--- src/core/core_regs_pkg.sv ---
// Constants and types for the core status and program registers
package core_regs_pkg;

   // ------------------------------------------------------------
   // Register offsets on the special function port
   // ------------------------------------------------------------
   localparam logic [2:0] OFS_STATUS = 3'h0;
   localparam logic [2:0] OFS_PCL    = 3'h1;
   localparam logic [2:0] OFS_TABLE_POINTER_LOW   = 3'h2;
   localparam logic [2:0] OFS_TABLE_POINTER_HIGH   = 3'h3;
   localparam logic [2:0] OFS_TABLE_RESULT_HIGH   = 3'h4;

   // ------------------------------------------------------------
   // Status field positions
   // ------------------------------------------------------------
   localparam int BIT_C   = 0;
   localparam int BIT_AC  = 1;
   localparam int BIT_Z   = 2;
   localparam int BIT_OV  = 3;
   localparam int BIT_PDF = 4;
   localparam int BIT_TO  = 5;

   // ------------------------------------------------------------
   // Values after reset
   // ------------------------------------------------------------
   localparam logic [3:0]  ARITH_RST = 4'h0;
   localparam logic [7:0]  BYTE_RST  = 8'h00;
   localparam logic [15:0] WORD_RST  = 16'h0000;

   // ------------------------------------------------------------
   // Operations of the execution path
   // ------------------------------------------------------------
   typedef enum logic [3:0] {
      OP_ADD = 4'h0,
      OP_ADC = 4'h1,
      OP_SUB = 4'h2,
      OP_SBC = 4'h3,
      OP_AND = 4'h4,
      OP_OR  = 4'h5,
      OP_XOR = 4'h6,
      OP_RLC = 4'h7,
      OP_RRC = 4'h8,
      OP_INC = 4'h9,
      OP_DEC = 4'ha
   } alu_op_t;

   // Flags in status order: ov, z, ac, c
   typedef logic [3:0] flag_vec_t;

endpackage

--- src/core/alu_flag_if.sv ---
// Interface between the register block and the flag calculator
interface alu_flag_if;
   import core_regs_pkg::*;

   alu_op_t   op;
   logic [7:0] a;
   logic [7:0] b;
   logic       carry_in;
   logic [7:0] result;
   flag_vec_t  flags;
   flag_vec_t  affect;

   modport calc
   (
      input  op,
      input  a,
      input  b,
      input  carry_in,
      output result,
      output flags,
      output affect
   );

   modport core
   (
      output op,
      output a,
      output b,
      output carry_in,
      input  result,
      input  flags,
      input  affect
   );

endinterface

--- src/core/alu_flag_calc.sv ---
// Combinational result and flag calculation for one operation
module alu_flag_calc
(
   alu_flag_if.calc fi
);
   import core_regs_pkg::*;

   // Sum, nibble and carry terms for every operation
   always_comb
   begin
      logic [7:0] bb;
      logic [4:0] cin_w;
      logic [4:0] lo;
      logic [7:0] hi7;
      logic [8:0] full;
      logic       cin;
      bb       = fi.b;
      cin      = 1'b0;
      fi.result = 8'h00;
      fi.flags  = 4'h0;
      fi.affect = 4'h0;
      unique case (fi.op)
         OP_SUB, OP_SBC: bb = ~fi.b;
         default:        bb = fi.b;
      endcase
      unique case (fi.op)
         OP_ADC, OP_SBC: cin = fi.carry_in;
         OP_SUB:         cin = 1'b1;
         default:        cin = 1'b0;
      endcase
      cin_w = {4'h0, cin};
      lo    = {1'b0, fi.a[3:0]} + {1'b0, bb[3:0]} + cin_w;
      hi7   = {1'b0, fi.a[6:0]} + {1'b0, bb[6:0]} + {7'h00, cin};
      full  = {1'b0, fi.a} + {1'b0, bb} + {8'h00, cin};
      unique case (fi.op)
         OP_ADD, OP_ADC, OP_SUB, OP_SBC:
         begin
            fi.result         = full[7:0];
            fi.flags[BIT_C]   = full[8];
            fi.flags[BIT_AC]  = lo[4];
            fi.flags[BIT_OV]  = hi7[7] ^ full[8];
            fi.affect         = 4'hf;
         end
         OP_AND, OP_OR, OP_XOR, OP_INC, OP_DEC:
         begin
            unique case (fi.op)
               OP_AND:  fi.result = fi.a & fi.b;
               OP_OR:   fi.result = fi.a | fi.b;
               OP_XOR:  fi.result = fi.a ^ fi.b;
               OP_INC:  fi.result = fi.a + 8'h01;
               default: fi.result = fi.a - 8'h01;
            endcase
            fi.affect[BIT_Z] = 1'b1;
         end
         OP_RLC:
         begin
            fi.result        = {fi.a[6:0], fi.carry_in};
            fi.flags[BIT_C]  = fi.a[7];
            fi.affect[BIT_C] = 1'b1;
         end
         OP_RRC:
         begin
            fi.result        = {fi.carry_in, fi.a[7:1]};
            fi.flags[BIT_C]  = fi.a[0];
            fi.affect[BIT_C] = 1'b1;
         end
         default:
         begin
            fi.result = 8'h00;
            fi.affect = 4'h0;
         end
      endcase
      fi.flags[BIT_Z] = (fi.result == 8'h00);
   end

endmodule

--- src/core/core_status_and_program_regs.sv ---
// Status flags, program counter low byte and table read registers
module core_status_and_program_regs
(
   input  wire logic                   sys_clk,
   input  wire logic                   sys_rst,
   input  wire logic [2:0]             reg_addr,
   input  wire logic [7:0]             reg_wdata,
   input  wire logic                   reg_wr,
   input  wire logic                   reg_rd,
   output      logic [7:0]             reg_rdata,
   input  wire logic                   alu_valid,
   input  wire core_regs_pkg::alu_op_t alu_op,
   input  wire logic [7:0]             alu_a,
   input  wire logic [7:0]             alu_b,
   output      logic [7:0]             alu_result,
   output      logic                   alu_done,
   input  wire logic                   wdt_timeout,
   input  wire logic                   wdt_clear_instr,
   input  wire logic                   sleep_instr,
   input  wire logic [7:0]             pc_now_low,
   output      logic                   pc_load,
   output      logic [7:0]             pc_target_low,
   output      logic                   pc_bubble,
   input  wire logic                   tbl_read_instr,
   output      logic                   tbl_fetch,
   output      logic [15:0]            tbl_fetch_addr,
   input  wire logic                   prog_word_valid,
   input  wire logic [15:0]            prog_word,
   output      logic                   tbl_low_valid,
   output      logic [7:0]             tbl_low_data
);
   import core_regs_pkg::*;

   // ------------------------------------------------------------
   // State
   // ------------------------------------------------------------
   logic [3:0]  arith_q;
   logic        to_q;
   logic        pdf_q;
   logic [7:0]  table_pointer_low_q;
   logic [7:0]  table_pointer_high_q;
   logic [7:0]  table_result_high_q;
   logic [7:0]  rdata_q;
   logic [7:0]  result_q;
   logic        done_q;
   logic        pc_load_q;
   logic [7:0]  pc_target_q;
   logic        bubble_q;
   logic        fetch_q;
   logic [15:0] fetch_addr_q;
   logic        low_valid_q;
   logic [7:0]  low_data_q;
   logic        wr_status;
   logic [7:0]  status_view;

   alu_flag_if fi ();

   // ------------------------------------------------------------
   // Flag calculator
   // ------------------------------------------------------------
   assign fi.op       = alu_op;
   assign fi.a        = alu_a;
   assign fi.b        = alu_b;
   assign fi.carry_in = arith_q[BIT_C];

   alu_flag_calc u_calc
   (
      .fi (fi.calc)
   );

   // Decoded status write and read view
   assign wr_status   = reg_wr && (reg_addr == OFS_STATUS);
   assign status_view = {2'b00, to_q, pdf_q, arith_q};

   // ------------------------------------------------------------
   // Arithmetic flags
   // ------------------------------------------------------------
   // Operation wins over a software write in the same cycle on the flags it affects; the write sets the others
   always_ff @(posedge sys_clk)
   begin
      if (sys_rst)
      begin
         arith_q <= ARITH_RST;
      end
      else
      begin
         for (int i = 0; i < 4; i++)
         begin
            if (alu_valid && fi.affect[i])
            begin
               arith_q[i] <= fi.flags[i];
            end
            else if (wr_status)
            begin
               arith_q[i] <= reg_wdata[i];
            end
         end
      end
   end

   // Operation result towards the accumulator
   always_ff @(posedge sys_clk)
   begin
      if (sys_rst)
      begin
         result_q <= BYTE_RST;
         done_q   <= 1'b0;
      end
      else
      begin
         done_q <= alu_valid;
         if (alu_valid)
         begin
            result_q <= fi.result;
         end
      end
   end

   // ------------------------------------------------------------
   // System flags
   // ------------------------------------------------------------
   // Expiry flag, timeout wins over a clear
   always_ff @(posedge sys_clk)
   begin
      if (sys_rst)
      begin
         to_q <= 1'b0;
      end
      else if (wdt_timeout)
      begin
         to_q <= 1'b1;
      end
      else if (wdt_clear_instr || sleep_instr)
      begin
         to_q <= 1'b0;
      end
   end

   // Sleep flag, ignores status writes
   always_ff @(posedge sys_clk)
   begin
      if (sys_rst)
      begin
         pdf_q <= 1'b0;
      end
      else if (sleep_instr)
      begin
         pdf_q <= 1'b1;
      end
      else if (wdt_clear_instr)
      begin
         pdf_q <= 1'b0;
      end
   end

   // ------------------------------------------------------------
   // Program counter low byte
   // ------------------------------------------------------------
   // Write loads the low byte and stalls one cycle
   always_ff @(posedge sys_clk)
   begin
      if (sys_rst)
      begin
         pc_load_q   <= 1'b0;
         bubble_q    <= 1'b0;
         pc_target_q <= BYTE_RST;
      end
      else
      begin
         pc_load_q <= reg_wr && (reg_addr == OFS_PCL);
         bubble_q  <= reg_wr && (reg_addr == OFS_PCL);
         if (reg_wr && (reg_addr == OFS_PCL))
         begin
            pc_target_q <= reg_wdata;
         end
      end
   end

   // ------------------------------------------------------------
   // Table pointers and table read
   // ------------------------------------------------------------
   // Pointers, read-modify-write from inc or dec works
   always_ff @(posedge sys_clk)
   begin
      if (sys_rst)
      begin
         table_pointer_low_q <= BYTE_RST;
         table_pointer_high_q <= BYTE_RST;
      end
      else if (reg_wr)
      begin
         if (reg_addr == OFS_TABLE_POINTER_LOW)
         begin
            table_pointer_low_q <= reg_wdata;
         end
         if (reg_addr == OFS_TABLE_POINTER_HIGH)
         begin
            table_pointer_high_q <= reg_wdata;
         end
      end
   end

   // Fetch request towards program memory
   always_ff @(posedge sys_clk)
   begin
      if (sys_rst)
      begin
         fetch_q      <= 1'b0;
         fetch_addr_q <= WORD_RST;
      end
      else
      begin
         fetch_q <= tbl_read_instr;
         if (tbl_read_instr)
         begin
            fetch_addr_q <= {table_pointer_high_q, table_pointer_low_q};
         end
      end
   end

   // Returned word: high byte kept, low byte passed on
   always_ff @(posedge sys_clk)
   begin
      if (sys_rst)
      begin
         table_result_high_q      <= BYTE_RST;
         low_valid_q <= 1'b0;
         low_data_q  <= BYTE_RST;
      end
      else
      begin
         low_valid_q <= prog_word_valid;
         if (prog_word_valid)
         begin
            table_result_high_q     <= prog_word[15:8];
            low_data_q <= prog_word[7:0];
         end
      end
   end

   // ------------------------------------------------------------
   // Register read port
   // ------------------------------------------------------------
   // Data valid only the cycle after the strobe, else zero
   // No automatic save exists; status changes only as above
   always_ff @(posedge sys_clk)
   begin
      if (sys_rst)
      begin
         rdata_q <= BYTE_RST;
      end
      else if (reg_rd)
      begin
         unique case (reg_addr)
            OFS_STATUS: rdata_q <= status_view;
            OFS_PCL:    rdata_q <= pc_now_low;
            OFS_TABLE_POINTER_LOW:   rdata_q <= table_pointer_low_q;
            OFS_TABLE_POINTER_HIGH:   rdata_q <= table_pointer_high_q;
            OFS_TABLE_RESULT_HIGH:   rdata_q <= table_result_high_q;
            default:    rdata_q <= BYTE_RST;
         endcase
      end
      else
      begin
         rdata_q <= BYTE_RST;
      end
   end

   // Outputs
   assign reg_rdata      = rdata_q;
   assign alu_result     = result_q;
   assign alu_done       = done_q;
   assign pc_load        = pc_load_q;
   assign pc_target_low  = pc_target_q;
   assign pc_bubble      = bubble_q;
   assign tbl_fetch      = fetch_q;
   assign tbl_fetch_addr = fetch_addr_q;
   assign tbl_low_valid  = low_valid_q;
   assign tbl_low_data   = low_data_q;
endmodule

--- config.mk ---
export PLATFORM = sky130hd
export DESIGN_NAME = core_status_and_program_regs
export DESIGN_NICKNAME = d
export VERILOG_FILES = /design/src/core/core_regs_pkg.sv /design/src/core/alu_flag_if.sv /design/src/core/alu_flag_calc.sv /design/src/core/core_status_and_program_regs.sv
export SDC_FILE = /design/constraint.sdc
export NUM_CORES = 1
export LEC_CHECK = 0
export ABC_AREA = 1
export BUFFER_PORTS_ARGS = -buffer_cell sky130_fd_sc_hd__buf_2
export CORE_MARGIN = 5
export CORE_UTILIZATION = 58
export CTS_CLUSTER_SIZE = 25
export DETAILED_ROUTE_END_ITERATION = 7
export PLACE_DENSITY = 0.85
export SLEW_MARGIN = 20
export SYNTH_ARGS = -nofsm -noshare
export SYNTH_HDL_FRONTEND = slang
export SYNTH_SLANG_ARGS = --single-unit
--- constraint.sdc ---
create_clock -name sys_clk -period 8.4 [get_ports sys_clk]
set_input_delay 1.26 -clock sys_clk [delete_from_list [all_inputs] [get_ports sys_clk]]
set_output_delay 1.26 -clock sys_clk [all_outputs]
set_load 0.02 [all_outputs]
==> results of run 1 <==
-- cell type report --
cell class	count	area (um^2)
timing repair buffer	118	593
multi-input combinational	466	2540
inverter	112	420
sequential	82	1640
tap	102	128
clock inverter	7	76.3
clock buffer	9	124
fill	677	2280
-- through the flow --
| step | instance area (um^2) | util, % | total power (uW) |
|---|---|---|---|
| 6_report | 5530 | 70.8 | 912 |
| 5_1_grt | 5530 | 70.8 | 957 |
| 4_1_cts | 5530 | 70.8 | 909 |
| 3_5_place_dp | 5330 | 68.2 | 628 |
| 3_3_place_gp | 5330 | 68.2 | 623 |
| 2_1_floorplan | 4700 | - | 559 |
-- flip-flops by register name, summed over array words and instances (netlist names) --
register,cells
alu_done,1
alu_result,8
arith_q,4
pc_bubble,1
pc_target_low,8
pdf_q,1
reg_rdata,8
table_pointer_high_q,8
table_pointer_low_q,8
table_result_high_q,8
tbl_fetch,1
tbl_fetch_addr,16
tbl_low_data,8
tbl_low_valid,1
to_q,1
-- power breakdown --
part           switching (uW)  internal, uW  leakage, uW  total (uW)
combinational             136          69.9      0.00207         206
sequential               9.35           409     0.000673         418
clock                     149           139    0.0000962         288
-- placed cells by master (no fill, tap or decap), types with 11 or more instances in the layout --
master   instances
nor2_1          69
nand3_1         57
o22ai_1         11
buf_2          117
dfxtp_1         82
nand2_1        114
a21oi_1         63
inv_1          106
o21ai_0         61
ha_1            29
-- worst paths after layout --
path | end | slack [ns] | cells after the start
worst max-delay path | alu_result[4] | 4.01 | 15
worst min-delay path | pc_target_low[3] | 0.47 | 2
worst max register to register | alu_result[4] | 5.85 | 13
worst min register to register | pc_target_low[3] | 0.47 | 2
-- cell families (layout without fill, tap and decap cells) --
group,after synthesis,after routing,synth area share [%]
buf+inv,133,246,10.9
xor+xnor,11,11,2.05
compound gates,154,154,17.8
flops,82,82,34.9
simple gates,269,269,25.3
fa+ha+maj,32,32,9.00
-- worst max-delay path, cell delays in order --
cell	delay, ns
buf_2	0.13
nor2_1	0.60
nand2_1	0.46
xor2_1	0.27
fa_1	0.48
fa_1	0.45
nand2_1	0.10
nand3_1	0.10
or2_2	0.29
nand3_1	0.07
nand2_1	0.05
inv_1	0.05
nand2_1	0.05
o21ai_0	0.18
inv_1	0.07
-- layer usage --
layer | up-vias | wire [um] | GRT usage, %
met5 | - | 0 | 0
met1 | 2259 | 5930 | 38.2
met4 | 0 | 216 | 7.25
li1 | 2438 | - | -
met2 | 255 | 6380 | 44.7
met3 | 21 | 1390 | 5.21
==> run_results.csv, run 1 <==
group,metric,value,unit
die,fp-row-count,32,
clock_network,cts_resized,0,
timing,setup_viol,0,
placement,dp.cells,880,
timing,layout_min_cycle_time,4.39,ns
logic_synthesis,yosys.area.top_type,"dfxtp_1",
placement,place_hpwl,10900,um
timing,worst_pin_slew,0.938,ns
timing,finalHoldViolations,0,
worst_setup_path,critPathLaunchType,"primary input",
die,initial_core_util,60.2,%
drt,viasPerCell,5.55,
worst_setup_path,end_kind,"flop",
logic_synthesis,synth_top_area_share,34.9,%
min_path,hold_path.class,"reg2reg",
timing,final_max_slew_viol_count,0,
placement,globalplace.congestion,0.959,
worst_setup_path,worst-setup-path-type,"in2reg",
timing,holdWs,0.468,ns
timing,fin_ws,4.01,ns
timing,clock_skew,0.0115,ns
logic_synthesis,synth_cells,681,
die,die_area,10000,um^2
logic_synthesis,ys.flop_type,"dfxtp_1",
finish,nets,886,
worst_setup_path,cp-startpoint,"alu_op[2]",
timing,fmax,0.228,GHz
clock_network,cts.clk_slew.worst_paths,0.08,ns
grt,antenna_found_initial,0,
drt,drc,0,
logic_synthesis,syn_nets,778,
logic_synthesis,ys_warn_count,0,
clock_network,hold_buffers,0,
outcome,outcome,"finished clean",
clock_network,h-tree-depth,3,
drt,route.antenna.remaining_nets,0,
die,pin_count,118,
die,core_area,7810,um^2
logic_synthesis,synth-seq-cells,82,
finish,antennaDiodeCount,0,
logic_synthesis,yosys-top-cells-area,"dfxtp_1, nand2_1, inv_1",
timing,grt_setup_unrepaired,"no",
logic_synthesis,synth-edff-count,0,
drt,drtIter0Drc,386,
logic_synthesis,synth_area,4700,um^2
drt,num_vias,4973,
worst_setup_path,worstPathRequired,8.64,ns
grt,overflow,0,
timing,max_slew_margin,37.1,%
logic_synthesis,post-synth-top-count-cell,"nand2_1",
worst_setup_path,r2r-start,"arith_q[0]",
placement,io_buffers,117,
drt,drt-pass1-iter-count,5,
drt,wirelength,13900,um
logic_synthesis,yosysSeqAreaShare,34.9,%
timing,period_share,52.2,%
finish,layout-drive-gt1-share,19.8,%
grt,grt_max_degree,41,
clock_network,clockBufferDepth,2,
clock_network,cts_root_buf,"clkbuf_8",
clock_network,clkSinkCount,82,
finish,fin_cells,896,
logic_synthesis,ys_types,37,
worst_setup_path,cp_data_arrival_time,4.62,ns
pwr,powerDensity,165,nW/um^2
worst_setup_path,crit_path_max_fanout,11,
drt,avgRoutedWirePerCell,15.5,um
pwr,leakage,0.00284,uW
clock_network,cts_tree,"built",
logic_synthesis,yosys-top-cells-count,"nand2_1, inv_1, dfxtp_1, nor2_1, a21oi_1",
timing,tns,0,ns
grt,grt_pass1_vias,4701,
clock_network,clk_latency,0.35,ns
clock_network,cts_buffers,9,
die,die_h,100,um
finish,area_growth,17.6,%
logic_synthesis,syn_avg_cell_area,6.90,um^2
grt,grt_pass1_wl,22400,um
die,die_x,100,um
clock_network,postCtsSetupRepairBufs,0,
placement,dp_slack,3.73,ns
pwr,irDropWorstVdd,0.126,mV
logic_synthesis,synthArstFlopShare,0,%
flow_run,max-cap-violations,0,
min_path,hp-start,"pc_target_low[3]",
grt,grt_usage,27.7,%
Note: power is estimated with default switching activity, not from simulation.
==> run 2: changes to the inputs <==
- CORE_UTILIZATION: 58 -> 54
- PLACE_DENSITY: 0.85 -> 0.8
- clock period: 8.4 -> 4.45 ns (I/O delays scaled with it)
==> run_results.csv, run 2 (synthesized netlist as in run 1, its figures left out) <==
group,metric,value,unit
grt,grt_max_degree,39,
finish,antennaDiodeCount,0,
finish,area_growth,18.2,%
pwr,irDropWorstVdd,0.281,mV
clock_network,postCtsSetupRepairBufs,0,
drt,drtIter0Drc,378,
finish,final_common_cell,"buf_2",
pwr,powerDensity,311,nW/um^2
worst_setup_path,cp_data_arrival_time,3.55,ns
clock_network,cts_buffers,9,
finish,fill_cells,814,
clock_network,hold_buffers,0,
timing,final_max_slew_viol_count,0,
placement,dp_slack,0.826,ns
drt,route.antenna.remaining_nets,0,
finish,fin_cells,903,
finish,nets,887,
timing,holdWs,0.463,ns
timing,tns,0,ns
grt,grt_pass1_wl,22000,um
die,die_h,103,um
clock_network,cts.clk_slew.worst_paths,0.08,ns
finish,final_cell_mix,"buf_2, nand2_1, inv_1",
finish,layout-drive-gt1-share,19.9,%
timing,layout_min_cycle_time,3.27,ns
worst_setup_path,worstPathRequired,4.74,ns
placement,place_hpwl,10800,um
die,initial_core_util,54.7,%
grt,grt_usage,26.2,%
clock_network,clockBufferDepth,2,
worst_setup_path,critPathLaunchType,"primary input",
pwr,leakage,0.00285,uW
timing,grt_setup_unrepaired,"no",
clock_network,h-tree-depth,3,
clock_network,cts_tree,"built",
drt,num_vias,4946,
clock_network,cts_root_buf,"clkbuf_8",
die,die_x,103,um
drt,drt-pass1-iter-count,5,
worst_setup_path,end_kind,"flop",
die,fp-row-count,34,
clock_network,clk_latency,0.36,ns
timing,fin_ws,1.18,ns
flow_run,max-cap-violations,0,
placement,post_dp_cell_area,5340,um^2
outcome,outcome,"finished clean",
die,pin_count,118,
placement,globalplace.congestion,0.941,
min_path,hold_path.class,"reg2reg",
finish,final_cell_area,5560,um^2
clock_network,cts_resized,0,
timing,worst_pin_slew,0.954,ns
timing,setup_viol,0,
timing,max_slew_margin,36.0,%
worst_setup_path,worst-setup-path-type,"in2reg",
grt,grt_pass1_vias,4617,
grt,overflow,0,
clock_network,clkSinkCount,82,
drt,drc,0,
placement,dp.cells,887,
grt,antenna_found_initial,0,
drt,wirelength,13900,um
worst_setup_path,crit_path_max_fanout,11,
die,core_area,8590,um^2
finish,largest_register_ff_count,16,
timing,finalHoldViolations,0,
die,die_area,10700,um^2
drt,avgRoutedWirePerCell,15.3,um
timing,fmax,0.306,GHz
timing,period_share,73.4,%
timing,clock_skew,0.0111,ns
placement,io_buffers,117,
drt,viasPerCell,5.48,
-- run 2: worst max-delay path: stages --
cell and delay, ns:
buf_2 0.13, nor2_1 0.10, buf_4 0.18, nand2_1 0.25, xor2_1 0.25, fa_1 0.49, fa_1 0.45, nand2_1 0.09
nand3_1 0.10, or2_2 0.29, nand3_1 0.07, nand2_1 0.05, inv_1 0.05, nand2_1 0.06, nor2_1 0.11, nand3_1 0.09
a21oi_2 0.12
-- run 2: worst paths after layout --
path,startpoint,end,slack (ns),cells after the start
max,alu_op[2],arith_q[2],1.18,17
min,pc_target_low[7],pc_target_low[7],0.46,2
max reg2reg,arith_q[0],arith_q[2],1.89,14
min reg2reg,pc_target_low[7],pc_target_low[7],0.46,2
-- run 2: per-layer routing --
layer	vias up	global-route usage (%)	share of wire [%]
li1	2440	-	-
met1	2260	35.9	44
met2	215	41.8	44
met3	31	5.63	9.3
met4	0	7.17	2.4
met5	-	0	0
-- run 2: power by group --
part,internal (uW),switching (uW),leakage [uW]
Clock,268,283,0.000103
Sequential,771,17.5,0.000673
Combinational,132,257,0.00207
Total,1170,558,0.00285
-- run 2: layout make-up --
class | instances | area, um^2 | share of cell area (%)
clock buffers | 9 | 124 | 2.23
clock inverters | 7 | 88.8 | 1.60
inverters | 112 | 420 | 7.57
multi-input cells | 466 | 2540 | 45.8
flip-flops and latches | 82 | 1640 | 29.5
well taps | 108 | 135 | 2.43
repair buffers | 119 | 601 | 10.8
-- run 2: stage by stage --
stage          util, %  power [uW]
2_1_floorplan        -        1060
3_3_place_gp      62.2        1180
4_1_cts           64.6        1730
5_1_grt           64.6        1820
3_5_place_dp      62.2        1190
6_report          64.6        1730
